File: config.mk
export PLATFORM = sky130hd
export DESIGN_NAME = vpic_ctrl
export DESIGN_NICKNAME = d
export VERILOG_FILES = /design/src/common/vpic_pkg.sv /design/src/rtl/vpic_ctrl.sv
export SDC_FILE = /design/constraint.sdc
export NUM_CORES = 1
export LEC_CHECK = 0
export CORE_UTILIZATION = 60
export CTS_BUF_LIST = sky130_fd_sc_hd__clkbuf_2
export DETAILED_ROUTE_END_ITERATION = 8
export DONT_BUFFER_PORTS = 1
export PLACE_DENSITY = 0.8
export SYNTH_ARGS = -nofsm -noshare
export SYNTH_HDL_FRONTEND = slang
export SYNTH_SLANG_ARGS = --single-unit
export TNS_END_PERCENT = 50
File: constraint.sdc
create_clock -name mclk -period 44.9 [get_ports mclk]
set_clock_uncertainty 0.2 [all_clocks]
set_input_delay 2.245 -clock mclk [delete_from_list [all_inputs] [get_ports mclk]]
set_output_delay 2.245 -clock mclk [all_outputs]
set_load 0.03 [all_outputs]
File: src/common/vpic_pkg.sv
// Functional notes
// - Concurrent mode: all maskable vectors run at level 3
// - Concurrent rank: main, IT4..IT0, trap, reset highest
// - Any field below level 3 selects nested mode
// - Nested rank breaks ties between equal software levels
// - Field codes: 10=L0, 01=L1, 00=L2, 11=L3
// - Writing 10 to a field keeps old value
// - Reset and trap set current level to 3
// - Raised priority while running re-enters pending vector
// - Halt, pop, enable, disable, wait change current level
// - Field pair n belongs to vector n, 0..29
// - Eleven external vectors: three port groups, eight bits
// - Pin interrupts only when input with enable set
// - Event sets pending flag; writing 1 clears it
// - Enable instruction loads level code 10
// - Disable instruction loads level code 11
// - Return pops flags, restoring saved level bits
// - Masked branch when level is 11, else unmasked
// - Acceptance loads level from vector field; reset 0x28
// - Last priority register upper nibble reads ones
// - Nesting depth unchecked, no overflow flag
// - Highest software level first, ties by rank, rest latched
// - Pins sharing one vector are ORed
// - Sensitivity: 00 fall+low, 01 rise, 10 fall, 11 both
// - Sensitivity writes only at current level 3
package vpic_pkg;
    localparam int NUM_VEC = 30;
    localparam int NUM_PRIO_REGS = 8;
    localparam int NUM_PORTS = 8;
    localparam int NUM_PINS = 64;
    localparam int ADDR_BITS = 8;

    // Priority register indices; byte address is index times four
    localparam logic [7:0] PRIO_IDX_FIRST = 8'h00;
    localparam logic [7:0] PRIO_IDX_LAST = 8'h07;
    localparam logic [7:0] ADDR_SENS_BIT_LO = 8'h20;
    localparam logic [7:0] ADDR_SENS_BIT_HI = 8'h24;
    localparam logic [7:0] ADDR_SENS_PORT_LO = 8'h28;
    localparam logic [7:0] ADDR_SENS_PORT_HI = 8'h2C;
    localparam logic [7:0] ADDR_PEND_BITS = 8'h30;
    localparam logic [7:0] ADDR_PEND_GROUPS = 8'h34;
    localparam logic [7:0] ADDR_GROUP_SEL = 8'h38;
    localparam logic [7:0] ADDR_FLAGS = 8'h3C;
    localparam logic [7:0] ADDR_STATUS = 8'h40;

    localparam logic [7:0] PRIO_RESET = 8'hFF;
    localparam logic [7:0] PRIO_LAST_FORCED = 8'hF0;
    localparam logic [7:0] FLAGS_RESET = 8'h28;
    localparam logic [7:0] SENS_RESET = 8'h00;
    localparam logic [3:0] SENS_HI_RESET = 4'h0;
    localparam logic [7:0] PEND_RESET = 8'h00;
    localparam logic [2:0] PEND_GRP_RESET = 3'h0;
    localparam logic [5:0] GROUP_SEL_RESET = 6'h00;

    localparam int FLAG_LVL_HI_POS = 5;
    localparam int FLAG_LVL_LO_POS = 3;

    localparam logic [1:0] LVL0 = 2'b10;
    localparam logic [1:0] LVL1 = 2'b01;
    localparam logic [1:0] LVL2 = 2'b00;
    localparam logic [1:0] LVL3 = 2'b11;

    localparam logic [1:0] SENS_FALL_LOW = 2'b00;
    localparam logic [1:0] SENS_RISE = 2'b01;
    localparam logic [1:0] SENS_FALL = 2'b10;
    localparam logic [1:0] SENS_BOTH = 2'b11;

    // Ports A..H are 0..7
    localparam int PORT_B = 1;
    localparam int PORT_D = 3;
    localparam int PORT_E = 4;
    localparam int PORT_F = 5;
    localparam int PORT_G = 6;
    localparam int PORT_H = 7;

    localparam logic [4:0] VEC_GROUP_A = 5'h05;
    localparam logic [4:0] VEC_GROUP_B = 5'h06;
    localparam logic [4:0] VEC_GROUP_C = 5'h07;
    localparam int VEC_BIT0 = 8;

    typedef struct packed {
        logic enable_irq_instr;
        logic disable_irq_instr;
        logic halt_instr;
        logic wait_irq_instr;
        logic wait_event_instr;
        logic flags_pop_instr;
        logic handler_return_instr;
        logic trap_instr;
        logic irq_ack;
        logic [7:0] pop_data;
    } vpic_cpu_op_type;

    typedef struct packed {
        logic [63:0] level;
        logic [63:0] is_input;
        logic [63:0] irq_en;
    } vpic_pins_type;
endpackage

File: src/rtl/vpic_ctrl.sv
`timescale 1ns/1ps
module vpic_ctrl (
    input wire logic mclk,
    input wire logic reset,
    input wire logic hsel,
    input wire logic [31:0] haddr,
    input wire logic [1:0] htrans,
    input wire logic hwrite,
    input wire logic [2:0] hsize,
    input wire logic [31:0] hwdata,
    input wire logic hready,
    output logic hreadyout,
    output logic hresp,
    output logic [31:0] hrdata,
    input wire vpic_pkg::vpic_cpu_op_type cpu_op,
    input wire logic [29:0] periph_irq,
    input wire vpic_pkg::vpic_pins_type pins,
    output logic irq_valid,
    output logic [4:0] irq_vector,
    output logic [7:0] condition_code_flags,
    output logic branch_if_masked,
    output logic branch_if_unmasked,
    output logic nested_mode
);
    logic dp_valid_q;
    logic dp_write_q;
    logic [7:0] dp_addr_q;
    logic rd_done_q;
    logic [31:0] hrdata_q;
    logic [7:0] prio_q [vpic_pkg::NUM_PRIO_REGS];
    logic [7:0] flags_q;
    logic [7:0] sens_lo_q;
    logic [7:0] sens_hi_q;
    logic [7:0] sens_port_q;
    logic [3:0] sens_port_hi_q;
    logic [5:0] group_sel_q;
    logic [7:0] pend_bits_q;
    logic [2:0] pend_grp_q;
    logic [63:0] pin_meta_q;
    logic [63:0] pin_sync_q;
    logic [63:0] pin_prev_q;
    logic irq_valid_q;
    logic [4:0] irq_vector_q;
    logic [1:0] irq_code_q;
    logic wr_en;
    logic [1:0] cur_code;
    logic [7:0] bit_event;
    logic [2:0] grp_event;
    logic [29:0] vec_req;
    logic win_found;
    logic [4:0] win_vec;
    logic [1:0] win_code;
    logic level_change;
    logic [31:0] rd_mux;
    logic [1:0] vec_code [vpic_pkg::NUM_VEC];

    // Level code to rank, 0 lowest
    function automatic logic [1:0] code_rank(input logic [1:0] code);
        logic [1:0] r;
        r = 2'd0;
        unique case (code)
            vpic_pkg::LVL0: r = 2'd0;
            vpic_pkg::LVL1: r = 2'd1;
            vpic_pkg::LVL2: r = 2'd2;
            vpic_pkg::LVL3: r = 2'd3;
        endcase
        return r;
    endfunction

    function automatic logic pin_event(input logic [1:0] sens, input logic cur, input logic prev);
        logic rise;
        logic fall;
        logic e;
        rise = cur & ~prev;
        fall = ~cur & prev;
        e = 1'b0;
        unique case (sens)
            vpic_pkg::SENS_FALL_LOW: e = fall | ~cur;
            vpic_pkg::SENS_RISE: e = rise;
            vpic_pkg::SENS_FALL: e = fall;
            vpic_pkg::SENS_BOTH: e = rise | fall;
        endcase
        return e;
    endfunction

    // Write-ignoring of level-0 code per field
    function automatic logic [7:0] prio_merge(input logic [7:0] old, input logic [7:0] wd);
        logic [7:0] r;
        r = old;
        for (int f = 0; f < 4; f++) begin
            if (wd[2*f +: 2] != vpic_pkg::LVL0) begin
                r[2*f +: 2] = wd[2*f +: 2];
            end
        end
        return r;
    endfunction

    assign cur_code = {flags_q[vpic_pkg::FLAG_LVL_HI_POS], flags_q[vpic_pkg::FLAG_LVL_LO_POS]};

    // AHB-Lite slave: writes zero-wait, reads take one wait state
    assign hresp = 1'b0;
    assign hreadyout = ~(dp_valid_q & ~dp_write_q & ~rd_done_q);
    assign hrdata = hrdata_q;
    assign wr_en = dp_valid_q & dp_write_q;

    always_ff @(posedge mclk) begin
        if (reset) begin
            dp_valid_q <= 1'b0;
            dp_write_q <= 1'b0;
            dp_addr_q <= 8'h00;
        end else if (hready) begin
            dp_valid_q <= hsel & htrans[1];
            dp_write_q <= hwrite;
            dp_addr_q <= haddr[7:0];
        end
    end

    always_ff @(posedge mclk) begin
        if (reset) begin
            rd_done_q <= 1'b0;
            hrdata_q <= 32'h0000_0000;
        end else begin
            rd_done_q <= dp_valid_q & ~dp_write_q & ~rd_done_q;
            if (dp_valid_q & ~dp_write_q & ~rd_done_q) begin
                hrdata_q <= rd_mux;
            end
        end
    end

    always_comb begin
        rd_mux = 32'h0000_0000;
        if (dp_addr_q[1:0] == 2'b00 && dp_addr_q[7:2] <= vpic_pkg::PRIO_IDX_LAST[5:0]) begin
            rd_mux[7:0] = prio_q[dp_addr_q[4:2]];
        end else begin
            unique case (dp_addr_q)
                vpic_pkg::ADDR_SENS_BIT_LO: rd_mux[7:0] = sens_lo_q;
                vpic_pkg::ADDR_SENS_BIT_HI: rd_mux[7:0] = sens_hi_q;
                vpic_pkg::ADDR_SENS_PORT_LO: rd_mux[7:0] = sens_port_q;
                vpic_pkg::ADDR_SENS_PORT_HI: rd_mux[3:0] = sens_port_hi_q;
                vpic_pkg::ADDR_PEND_BITS: rd_mux[7:0] = pend_bits_q;
                vpic_pkg::ADDR_PEND_GROUPS: rd_mux[2:0] = pend_grp_q;
                vpic_pkg::ADDR_GROUP_SEL: rd_mux[5:0] = group_sel_q;
                vpic_pkg::ADDR_FLAGS: rd_mux[7:0] = flags_q;
                vpic_pkg::ADDR_STATUS: rd_mux[7:0] = {1'b0, irq_vector_q, irq_valid_q, nested_mode};
                default: rd_mux = 32'h0000_0000;
            endcase
        end
    end

    // Priority fields, pair n mod 4 of register n/4 belongs to vector n
    always_ff @(posedge mclk) begin
        if (reset) begin
            for (int r = 0; r < vpic_pkg::NUM_PRIO_REGS; r++) begin
                prio_q[r] <= vpic_pkg::PRIO_RESET;
            end
        end else if (wr_en && dp_addr_q[1:0] == 2'b00 && dp_addr_q[7:2] <= vpic_pkg::PRIO_IDX_LAST[5:0]) begin
            prio_q[dp_addr_q[4:2]] <= prio_merge(prio_q[dp_addr_q[4:2]], hwdata[7:0]);
            if (dp_addr_q[4:2] == vpic_pkg::PRIO_IDX_LAST[2:0]) begin
                prio_q[dp_addr_q[4:2]] <= prio_merge(prio_q[dp_addr_q[4:2]], hwdata[7:0])
                    | vpic_pkg::PRIO_LAST_FORCED;
            end
        end
    end

    always_comb begin
        for (int v = 0; v < vpic_pkg::NUM_VEC; v++) begin
            vec_code[v] = prio_q[v / 4][2 * (v % 4) +: 2];
        end
    end

    // Nested as soon as any vector is below level 3
    always_comb begin
        nested_mode = 1'b0;
        for (int v = 0; v < vpic_pkg::NUM_VEC; v++) begin
            if (vec_code[v] != vpic_pkg::LVL3) begin
                nested_mode = 1'b1;
            end
        end
    end

    // Sensitivity and group routing
    always_ff @(posedge mclk) begin
        if (reset) begin
            sens_lo_q <= vpic_pkg::SENS_RESET;
            sens_hi_q <= vpic_pkg::SENS_RESET;
            sens_port_q <= vpic_pkg::SENS_RESET;
            sens_port_hi_q <= vpic_pkg::SENS_HI_RESET;
        end else if (wr_en && cur_code == vpic_pkg::LVL3) begin
            if (dp_addr_q == vpic_pkg::ADDR_SENS_BIT_LO) begin
                sens_lo_q <= hwdata[7:0];
            end
            if (dp_addr_q == vpic_pkg::ADDR_SENS_BIT_HI) begin
                sens_hi_q <= hwdata[7:0];
            end
            if (dp_addr_q == vpic_pkg::ADDR_SENS_PORT_LO) begin
                sens_port_q <= hwdata[7:0];
            end
            if (dp_addr_q == vpic_pkg::ADDR_SENS_PORT_HI) begin
                sens_port_hi_q <= hwdata[3:0];
            end
        end
    end

    always_ff @(posedge mclk) begin
        if (reset) begin
            group_sel_q <= vpic_pkg::GROUP_SEL_RESET;
        end else if (wr_en && dp_addr_q == vpic_pkg::ADDR_GROUP_SEL) begin
            group_sel_q <= hwdata[5:0];
        end
    end

    // Pin synchroniser; resets to idle-high, no false edge
    always_ff @(posedge mclk) begin
        if (reset) begin
            pin_meta_q <= 64'hFFFF_FFFF_FFFF_FFFF;
            pin_sync_q <= 64'hFFFF_FFFF_FFFF_FFFF;
            pin_prev_q <= 64'hFFFF_FFFF_FFFF_FFFF;
        end else begin
            pin_meta_q <= pins.level;
            pin_sync_q <= pin_meta_q;
            pin_prev_q <= pin_sync_q;
        end
    end

    // Pin events folded onto bit and port-group vectors
    always_comb begin
        logic [1:0] grp_idx;
        logic in_grp;
        logic [1:0] psens;
        logic qual;
        logic ev;
        int idx;
        grp_idx = 2'd0;
        in_grp = 1'b0;
        psens = vpic_pkg::SENS_FALL_LOW;
        qual = 1'b0;
        ev = 1'b0;
        idx = 0;
        bit_event = 8'h00;
        grp_event = 3'h0;
        for (int p = 0; p < vpic_pkg::NUM_PORTS; p++) begin
            in_grp = 1'b0;
            grp_idx = 2'd0;
            psens = vpic_pkg::SENS_FALL_LOW;
            if (p == vpic_pkg::PORT_B) begin
                in_grp = group_sel_q[0] & ~group_sel_q[1];
                grp_idx = 2'd0;
                psens = sens_port_q[1:0];
            end else if (p == vpic_pkg::PORT_G) begin
                in_grp = group_sel_q[0] & group_sel_q[1];
                grp_idx = 2'd0;
                psens = sens_port_hi_q[1:0];
            end else if (p == vpic_pkg::PORT_D) begin
                in_grp = group_sel_q[2] & ~group_sel_q[3];
                grp_idx = 2'd1;
                psens = sens_port_q[3:2];
            end else if (p == vpic_pkg::PORT_H) begin
                in_grp = group_sel_q[2] & group_sel_q[3];
                grp_idx = 2'd1;
                psens = sens_port_hi_q[3:2];
            end else if (p == vpic_pkg::PORT_E) begin
                in_grp = group_sel_q[4] & ~group_sel_q[5];
                grp_idx = 2'd2;
                psens = sens_port_q[5:4];
            end else if (p == vpic_pkg::PORT_F) begin
                in_grp = group_sel_q[4] & group_sel_q[5];
                grp_idx = 2'd2;
                psens = sens_port_q[7:6];
            end
            for (int b = 0; b < 8; b++) begin
                idx = p * 8 + b;
                qual = pins.is_input[idx] & pins.irq_en[idx];
                if (in_grp) begin
                    ev = qual & pin_event(psens, pin_sync_q[idx], pin_prev_q[idx]);
                    grp_event[grp_idx] = grp_event[grp_idx] | ev;
                end else if (p <= vpic_pkg::PORT_E || (p == vpic_pkg::PORT_F && b == 0)) begin
                    if (b < 4) begin
                        ev = qual & pin_event(sens_lo_q[2*b +: 2], pin_sync_q[idx], pin_prev_q[idx]);
                    end else begin
                        ev = qual & pin_event(sens_hi_q[2*(b-4) +: 2], pin_sync_q[idx], pin_prev_q[idx]);
                    end
                    bit_event[b] = bit_event[b] | ev;
                end
            end
        end
    end

    // Pending flags: event sets, write of one clears, set wins
    always_ff @(posedge mclk) begin
        if (reset) begin
            pend_bits_q <= vpic_pkg::PEND_RESET;
        end else if (wr_en && dp_addr_q == vpic_pkg::ADDR_PEND_BITS) begin
            pend_bits_q <= (pend_bits_q & ~hwdata[7:0]) | bit_event;
        end else begin
            pend_bits_q <= pend_bits_q | bit_event;
        end
    end

    always_ff @(posedge mclk) begin
        if (reset) begin
            pend_grp_q <= vpic_pkg::PEND_GRP_RESET;
        end else if (wr_en && dp_addr_q == vpic_pkg::ADDR_PEND_GROUPS) begin
            pend_grp_q <= (pend_grp_q & ~hwdata[2:0]) | grp_event;
        end else begin
            pend_grp_q <= pend_grp_q | grp_event;
        end
    end

    always_comb begin
        vec_req = periph_irq;
        vec_req[vpic_pkg::VEC_BIT0 +: 8] = periph_irq[vpic_pkg::VEC_BIT0 +: 8] | pend_bits_q;
        vec_req[vpic_pkg::VEC_GROUP_A] = periph_irq[vpic_pkg::VEC_GROUP_A] | pend_grp_q[0];
        vec_req[vpic_pkg::VEC_GROUP_B] = periph_irq[vpic_pkg::VEC_GROUP_B] | pend_grp_q[1];
        vec_req[vpic_pkg::VEC_GROUP_C] = periph_irq[vpic_pkg::VEC_GROUP_C] | pend_grp_q[2];
    end

    // Arbitration: higher software level wins, lower vector index breaks ties
    always_comb begin
        win_found = 1'b0;
        win_vec = 5'h00;
        win_code = vpic_pkg::LVL0;
        for (int v = vpic_pkg::NUM_VEC - 1; v >= 0; v--) begin
            if (vec_req[v] && code_rank(vec_code[v]) > code_rank(cur_code)) begin
                if (!win_found || code_rank(vec_code[v]) >= code_rank(win_code)) begin
                    win_found = 1'b1;
                    win_vec = v[4:0];
                    win_code = vec_code[v];
                end
            end
        end
    end

    assign level_change = cpu_op.irq_ack | cpu_op.trap_instr | cpu_op.handler_return_instr
        | cpu_op.flags_pop_instr | cpu_op.disable_irq_instr | cpu_op.enable_irq_instr
        | cpu_op.halt_instr | cpu_op.wait_irq_instr | cpu_op.wait_event_instr;

    // Offer drops for a cycle after any level change so the winner is rebuilt
    always_ff @(posedge mclk) begin
        if (reset) begin
            irq_valid_q <= 1'b0;
            irq_vector_q <= 5'h00;
            irq_code_q <= vpic_pkg::LVL3;
        end else begin
            irq_valid_q <= win_found & ~level_change;
            irq_vector_q <= win_vec;
            irq_code_q <= win_code;
        end
    end

    assign irq_valid = irq_valid_q;
    assign irq_vector = irq_vector_q;

    // Current level bits; no nesting depth tracking at all
    always_ff @(posedge mclk) begin
        if (reset) begin
            flags_q <= vpic_pkg::FLAGS_RESET;
        end else if (cpu_op.irq_ack && irq_valid_q) begin
            flags_q[vpic_pkg::FLAG_LVL_HI_POS] <= irq_code_q[1];
            flags_q[vpic_pkg::FLAG_LVL_LO_POS] <= irq_code_q[0];
        end else if (cpu_op.trap_instr) begin
            flags_q[vpic_pkg::FLAG_LVL_HI_POS] <= vpic_pkg::LVL3[1];
            flags_q[vpic_pkg::FLAG_LVL_LO_POS] <= vpic_pkg::LVL3[0];
        end else if (cpu_op.handler_return_instr || cpu_op.flags_pop_instr) begin
            flags_q <= cpu_op.pop_data;
        end else if (cpu_op.disable_irq_instr) begin
            flags_q[vpic_pkg::FLAG_LVL_HI_POS] <= vpic_pkg::LVL3[1];
            flags_q[vpic_pkg::FLAG_LVL_LO_POS] <= vpic_pkg::LVL3[0];
        end else if (cpu_op.enable_irq_instr) begin
            flags_q[vpic_pkg::FLAG_LVL_HI_POS] <= vpic_pkg::LVL0[1];
            flags_q[vpic_pkg::FLAG_LVL_LO_POS] <= vpic_pkg::LVL0[0];
        end else if (cpu_op.halt_instr || cpu_op.wait_irq_instr || cpu_op.wait_event_instr) begin
            flags_q[vpic_pkg::FLAG_LVL_HI_POS] <= vpic_pkg::LVL0[1];
            flags_q[vpic_pkg::FLAG_LVL_LO_POS] <= vpic_pkg::LVL0[0];
        end
    end

    assign condition_code_flags = flags_q;
    assign branch_if_masked = (cur_code == vpic_pkg::LVL3);
    assign branch_if_unmasked = (cur_code != vpic_pkg::LVL3);
endmodule

# == Word-level counts from Yosys, hierarchy flattened ==
# Memories as Yosys holds them, arrays and structs flattened. A register that Yosys moved wholly into a read port is not among the register bits.
# Cells that the tools add are included.
# op_classes
order_cmp,60
bitwise,658
reduce_logical,181
mux,637
n_eq_ne,267
# ops
operator,n
$pmux W2 S4,60
$pmux W1 S4,89
$mux W2,151
$eq A2 B2 Y1 const B,148
$mux W5,59
$and A1 B1 Y1,292
$mux W1,250
$or A1 B1 Y1,218
$logic_not A2 Y1,75
$eq A2 B1 Y1 const B,74
$not A1 Y1,137
$ne A2 B2 Y1 const B,35
$eq A8 B6 Y1 const B,8
$gt A2 B2 Y1,30
$mux W3,20
$ge A2 B2 Y1,29
$logic_and A1 B1 Y1,38
$logic_or A1 B1 Y1,32
$mux W8,4
$logic_not A1 Y1,29
$pmux W3 S9,1
$or A8 B8 Y8,3
$pmux W2 S7,1
$pmux W2 S6,1
14 further kinds,19
# word_totals
reg_bits,272
mem_count,1
ram_bits,64
output_inout_bits,51
# mem_list
memory,words,word_bits,rd,rd_clocked_by_memory_dff,wr,line,source
prio_q,8,8,9,1,8,vpic_ctrl.sv:30,logic [7:0] prio_q [vpic_pkg::NUM_PRIO_REGS];

# == Logic depth before layout (Yosys ltp) ==
# Gate-level depths: netlist (run 1).
# An unclocked memory read counts as a cell.
# depth
depth_word,210
depth_mapped,208
ltp_nobuf,205

# == Least setup slack after synthesis (run 1) ==
# OpenSTA, ideal clock, no wires.
# synth_path
kind,register to register
start,"reg flags_q[5], in the netlist condition_code_flags[5]"
end,"reg irq_vector_q[3], in the netlist irq_vector[3]"
period_less_slack_ps,39579
n_path_buf,3
arrival_time_ps,39304
setup_time_ps,76
path_stages_with_launch,196
setup_slack_ps,5321
cell_sequence,dfxtp_1 ha_1 nor2_1 nor2_1 ha_1 a21boi_1 o21ai_1 nor2_1 ha_1 nand2b_1 a21oi_1 a21oi_1 a21oi_1 inv_1 ha_1 nand2b_1 a21oi_1 o21ai_1 [160 not listed] xor2_1 ha_1 a21oi_1 a21oi_1 mux2_2 ha_1 a21oi_1 a21o_1 nand3_1 o21ai_0 or4b_1 nand4_1 ha_1 a21boi_0 a311oi_1 o21ai_0 nor3_1 a21boi_0
# synth_between
elab_chain_cells,208
# synth_rtl
item,line,source
from (decl),vpic_ctrl.sv:31,logic [7:0] flags_q;
from (signal assigned),vpic_ctrl.sv:356,flags_q <= vpic_pkg::FLAGS_RESET;
"from (signal, indexed assignment)",vpic_ctrl.sv:358,flags_q[vpic_pkg::FLAG_LVL_HI_POS] <= irq_code_q[1];
"from (signal, indexed assignment)",vpic_ctrl.sv:359,flags_q[vpic_pkg::FLAG_LVL_LO_POS] <= irq_code_q[0];
$eq A2 B2 Y1 *,--,
via branch_if_masked,vpic_ctrl.sv:21,"output logic branch_if_masked,"
$pmux W2 S4 *,vpic_ctrl.sv:61,unique case (code)
$gt A2 B2 Y1,vpic_ctrl.sv:323,if (vec_req[v] && code_rank(vec_code[v]) > code_rank(cur_code)) begin
$logic_and A1 B1 Y1,vpic_ctrl.sv:323,
$mux W2,vpic_ctrl.sv:323,
$eq A2 B2 Y1 (tied with other cells),vpic_ctrl.sv:61,
$pmux W2 S4,vpic_ctrl.sv:61,
[193 not listed],--,
$mux W2,vpic_ctrl.sv:323,
$eq A2 B2 Y1 (tied with other cells),vpic_ctrl.sv:61,
$pmux W2 S4,vpic_ctrl.sv:61,
$mux W2,vpic_ctrl.sv:323,
$ge A2 B2 Y1,vpic_ctrl.sv:324,if (!win_found || code_rank(vec_code[v]) >= code_rank(win_code)) begin
$logic_or A1 B1 Y1,vpic_ctrl.sv:324,
$mux W5,vpic_ctrl.sv:324,
$mux W5 *,vpic_ctrl.sv:323,
to (signal assigned),vpic_ctrl.sv:345,irq_vector_q <= win_vec;
to (decl),vpic_ctrl.sv:43,logic [4:0] irq_vector_q;
# Mark *: on every way through the listed nets, which the timed path passes. The rest lies on a longest branch. The select of a mux whose other input is x is not followed.
# A chain may end at the register's enable or synchronous reset.

# == Worst setup path after layout (run 1) ==
# layout_path
start,"reg flags_q[3], in the netlist condition_code_flags[3]"
end,"reg irq_vector_q[3], in the netlist irq_vector[3]"
# layout_between
elab_chain_cells,208
# layout_rtl
item,line
$eq A2 B2 Y1 (tied with other cells),vpic_ctrl.sv:61
$pmux W2 S4 *,vpic_ctrl.sv:61
$gt A2 B2 Y1,vpic_ctrl.sv:323
$logic_and A1 B1 Y1,vpic_ctrl.sv:323
$mux W2,vpic_ctrl.sv:323
$eq A2 B2 Y1 (tied with other cells),vpic_ctrl.sv:61
$pmux W2 S4,vpic_ctrl.sv:61
$mux W2,vpic_ctrl.sv:323
[192 not listed],--
$mux W2,vpic_ctrl.sv:323
$eq A2 B2 Y1 (tied with other cells),vpic_ctrl.sv:61
$pmux W2 S4,vpic_ctrl.sv:61
$mux W2,vpic_ctrl.sv:323
$ge A2 B2 Y1,vpic_ctrl.sv:324
$logic_or A1 B1 Y1,vpic_ctrl.sv:324
$mux W5,vpic_ctrl.sv:324
$mux W5 *,vpic_ctrl.sv:323
# Every way passes the cells marked *; elsewhere a longest branch is shown, timed or not. The select of a mux whose other input is x is not followed.

==> impl_metrics.toml, run 1 <==
[drt]
via_per_inst = 6.17
routedWlPerCell_um = 20.5
vias = 19289
drt-initial-drc-count = 1482
drt_first_pass_iters = 7
ant_nets = 0
routed_wl_um = 63900
drc_errors = 0

[pwr]
p_seq_share_pct = 26.4
p_total_uw = 1270
worst_ir_drop_vdd_mv = 0.0442
comb_power_share_pct = 58.1
switchingPower_uw = 556
p_int_uw = 717
clockPowerShare_pct = 15.5
p_leak_uw = 0.0105
powerDensity_nw_per_um2 = 53.8
switching_share_pct = 43.7

[synthesis]
synth_async_sr_flop_share_pct = 0
yosysWarnings = 0
avgSynthCellArea_sq_um = 8.74
syn_inst = 2579
yosysSeqAreaShare_pct = 32.9
syn_area_sq_um = 22500
synth_top_area_share_pct = 24.4
yosysUniqueCellTypes = 92
ys_ff_latch = 339
ys.flop_type = "dfxtp_1"
synth_edf_count = 64
synth_top_cell_by_area = "dfxtp_1"
synth_area_leaders = "dfxtp_1, ha_1, edfxtp_1, or2_2, nand2_1"

[cells_and_area]
layoutNonFillerInstCount = 3124
fin_area_sq_um = 23700
drive_gt1_share_pct = 15.4
area_growth_pct = 5.03
final_net_count = 3209
layout_commonest_cell = "ha_1"
fin_util_pct = 64.4
final_cell_mix = "ha_1, nand2_1, dfxtp_1, inv_1, or2_2"

[floorplanning]
die_width_um = 196
fp.dieArea_sq_um = 38400
coreArea_sq_um = 36800
die_y_um = 196
fp-row-count = 70
start_util_pct = 61.3
io_pins = 364

[worst_setup_path]
required_ns = 45.52
worst_path_most_repeated_cell = "ha_1"
critPathLaunchType = "flip-flop"
cp_slowest_cell = "or4b_1"
path_class = "reg2reg"
path_buf_inv = 6
crit_arrival_ns = 42.84
cp_slowest_stage_delay_ns = 0.54
crit_path_max_fanout = 11
critPathCaptureType = "flip-flop"
crit_family = "compound AO/OA/AOI/OAI gates"

[min_path]
hold_path.class = "reg2reg"

[cts]
worstSkewPairLatency_ns = 0.94
cts_buffers = 80
clock-root-buffer = "clkbuf_2"
cts_tree = "yes"
clkTransAtPathRegs_ns = 0.12
htree_levels = 3
clockBufferDepth = 3
ctsHoldBuffers = 0
cts.sinks = 339

[global_routing]
grt_pass1_wl_um = 98500
antenna_found_initial = 5
grt_pass1_vias = 18971
grt_use_total_pct = 32.6
grt-ovfl-total = 0
grt_max_degree = 238

[placement]
placed_cells = 2977
place_area_sq_um = 22800
place.gp.congestion = 0.996
portBuffers = 0
dp_hpwl_um = 49100
pre_cts_slack_ns = 0.0354

[sta]
report.final.setup_viol = 0
post-route-period-util_pct = 94.0
hold_violations = 0
slew-limit-headroom_pct = 4.45
worstMarginPinSlew_ns = 1.42
fin_ws_ns = 2.68
drv_slew = 0
min_period_ns = 42.22
fmax_mhz = 23.7

[run_status]
status = "complete, no violations"

[job]
cap_violations = 0
layout make-up:
class                   count  area (sq um)
multi-input cells        1951         14100
fillers                  3081         13100
flip-flops and latches    339          7430
inverters                 208           785
clock buffers             117           586
well taps                 468           586
clock inverters            24           123
repair buffers             13          97.6
diodes                      4          10.0
repair_timing:
action | 4_1_cts | 5_1_grt
endpoints found under the setup margin | 0 | 7
gates resized for setup | 0 | 35
setup buffers | 0 | 2
endpoints found under the hold margin | 0 | 0
registers in the layout (all words and copies together) (netlist names), 64 cells and up, named ones only:
register / cells
pin_sync_q: 64
prio_q: 64
pin_prev_q: 64
pin_meta_q: 64
synthesized netlist by cell type (all sizes together) (31+ instances only):
cell	count
nand2	273
nor2b	47
nand2b	37
dfxtp	275
o21bai	32
o21ai	137
nand3	31
a211oi	41
or2	176
ha	303
inv	208
nor3	36
buf	39
edfxtp	64
clkbuf	69
a21oi	179
mux2i	98
nor2	175
through the flow:
stage	TNS (ns)	hold slack (ns)
6_report	0	0.200
3_5_place_dp	0	0.193
2_1_floorplan	0	0.189
3_3_place_gp	0	0.191
4_1_cts	0	0.190
5_1_grt	-0.0128	0.207
worst paths after layout:
check / slack, ns / depth (start not counted) / startpoint / to
worst max-delay path: 2.68 / 192 / condition_code_flags[3] / irq_vector[3]
worst min-delay path: 0.20 / 1 / pin_meta_q[11] / pin_sync_q[11]
worst max register to register: 2.68 / 192 / condition_code_flags[3] / irq_vector[3]
worst min register to register: 0.20 / 1 / pin_meta_q[11] / pin_sync_q[11]
power groups by stage:
stage | Clock (uW) | Sequential [uW] | Combinational (uW)
6_report | 197 | 337 | 739
3_3_place_gp | 0 | 342 | 669
5_1_grt | 216 | 338 | 829
2_1_floorplan | 0 | 337 | 561
4_1_cts | 200 | 336 | 704
3_5_place_dp | 0 | 343 | 697
logic make-up (layout without fill, tap and decap cells):
| logic type | Yosys count | in the layout | synth area share (%) |
|---|---|---|---|
| simple gates | 844 | 844 | 18.4 |
| compound gates | 611 | 611 | 17.8 |
| flops | 339 | 339 | 32.9 |
| buf+inv | 316 | 362 | 5.77 |
| fa+ha+maj | 303 | 303 | 16.8 |
| mux | 136 | 136 | 7.17 |
| xor+xnor | 28 | 28 | 1.09 |
| other cells | 2 | 33 | 0.0333 |
routing by layer:
layer / part of all wire [%] / track usage (%) / vias up
met5: 0.016 / 0 / -
met4: 5.0 / 17.5 / 2
met3: 9.2 / 7.82 / 198
li1: - / - / 9130
met1: 39 / 38.6 / 9084
met2: 47 / 54.7 / 875
worst register-to-register path, delay by kind of cell (launching register included):
kind	cells	cell delay, ns
AOI/OAI and AO/OA	83	17.54
xor gates and xnor gates	15	2.62
adders and majority gates	31	8.59
buffers and inverters	6	0.67
DFF	1	0.50
muxes	12	4.49
and+or+nand+nor	45	7.54
(Power assumes the default switching activity.)
==> inputs of run 2 (changes only) <==
- CORE_MARGIN: unset -> 2
- CTS_BUF_LIST: sky130_fd_sc_hd__clkbuf_2 -> sky130_fd_sc_hd__clkbuf_4
- CTS_CLUSTER_SIZE: unset -> 40
==> run 2 against run 1 <==
Cell count rose by 0.42%. Setup slack improved by 0.081 ns. Maximum frequency rose by 0.19%. Cell area rose by 1.8%. Global-route usage fell by 0.49 points. Hold slack barely moved. Combinational power rose by 1%. Clock power rose by 33%.
==> impl_metrics.toml, run 2 (same netlist as run 1, synthesis figures left out) <==
[run_status]
status = "complete, no violations"

[floorplanning]
die_y_um = 198
fp.dieArea_sq_um = 39100
fp-row-count = 71
start_util_pct = 60.4
die_width_um = 198
coreArea_sq_um = 37300
io_pins = 364

[sta]
slew-limit-headroom_pct = 18.2
min_period_ns = 42.14
post-route-period-util_pct = 93.9
fin_ws_ns = 2.76
fmax_mhz = 23.7
report.final.setup_viol = 0
hold_violations = 0
setup_tns_ns = 0
drv_slew = 0
worstMarginPinSlew_ns = 1.21

[cts]
htree_levels = 3
worstSkewPairLatency_ns = 0.73
cts_tree = "yes"
cts.sinks = 339
clockBufferDepth = 3
clkTransAtPathRegs_ns = 0.08
cts_buffers = 82
clock-root-buffer = "clkbuf_4"
ctsHoldBuffers = 0

[worst_setup_path]
worst_path_most_repeated_cell = "ha_1"
critPathLaunchType = "input port"
cp_slowest_stage_delay_ns = 0.54
critPathCaptureType = "flip-flop"
crit_arrival_ns = 42.60
required_ns = 45.36
cp_slowest_cell = "or4b_1"
path_class = "in2reg"
crit_path_max_fanout = 11

[placement]
place.gp.congestion = 0.954
pre_cts_slack_ns = 0.384
dp_hpwl_um = 49300
portBuffers = 0
place_area_sq_um = 22800

[cells_and_area]
fin_util_pct = 64.6
fillerInstances = 3088
drive_gt1_share_pct = 15.8
final_cell_mix = "ha_1, nand2_1, dfxtp_1, inv_1, or2_2"
layout_commonest_cell = "ha_1"
final_net_count = 3216
area_growth_pct = 6.92
fin_area_sq_um = 24100

[drt]
routed_wl_um = 64100
drt-initial-drc-count = 1518
via_per_inst = 6.19
routedWlPerCell_um = 20.4
drc_errors = 0
vias = 19409
drt_first_pass_iters = 8
ant_nets = 0

[pwr]
p_total_uw = 1350
worst_ir_drop_vdd_mv = 0.0618
p_leak_uw = 0.0106
powerDensity_nw_per_um2 = 55.9

[global_routing]
grt-ovfl-total = 0
grt_pass1_wl_um = 98600
grt_use_total_pct = 32.1
grt_pass1_vias = 18751
grt_max_degree = 238
antenna_found_initial = 6

[job]
cap_violations = 0

[min_path]
hold_path.class = "reg2reg"
[run 2: path summary, 6_finish.rpt]
kind | from | end | slack, ns | cells past startpoint
max | periph_irq[29] | irq_vector[3] | 2.76 | 187
min | pin_meta_q[50] | pin_sync_q[50] | 0.20 | 1
max reg2reg | condition_code_flags[5] | irq_vector[3] | 2.82 | 193
min reg2reg | pin_meta_q[50] | pin_sync_q[50] | 0.20 | 1
[run 2: per-stage QoR]
| stage | hold slack (ns) | instances |
|---|---|---|
| floorplan | 0.189 | 2606 |
| global placement | 0.191 | 2985 |
| detailed placement | 0.193 | 2985 |
| CTS | 0.200 | 3128 |
| global route | 0.215 | 3136 |
| finish | 0.200 | 3137 |
[run 2: area by class of cell]
class	count	area, sq um	area share, %
tap	474	593	2.46
antenna	4	10.0	0.0415
multi-input combinational	1951	14100	58.4
sequential	339	7430	30.8
inverter	208	781	3.24
clock buffer	119	893	3.71
clock inverter	24	183	0.758
timing repair buffer	18	133	0.550
[run 2: what timing repair did]
item,CTS,global route
gates resized for setup,0,34
endpoints found under the setup margin,0,7
setup buffers,0,4
[run 2: critical path: cells and delay by family]
kind,cells,cell delay [ns]
AOI/OAI and AO/OA,84,17.32
adders and majority gates,29,7.82
and+or+nand+nor,40,6.92
muxes,13,4.74
xor gates and xnor gates,18,3.13
buffers and inverters,3,0.29
[run 2: power breakdown]
group | leakage [uW] | switching (uW) | total (uW) | internal (uW)
clock network | 0.000644 | 123 | 262 | 139
registers | 0.00272 | 14.5 | 337 | 322
logic | 0.00725 | 422 | 749 | 327
[run 2: metal layers]
metal	track usage, %	vias to the layer above	part of all wire, %
li1	-	9122	-
met1	37.8	9225	39
met2	55.0	881	48
met3	7.56	179	8.6
met4	15.7	2	4.4
met5	0	-	0.014
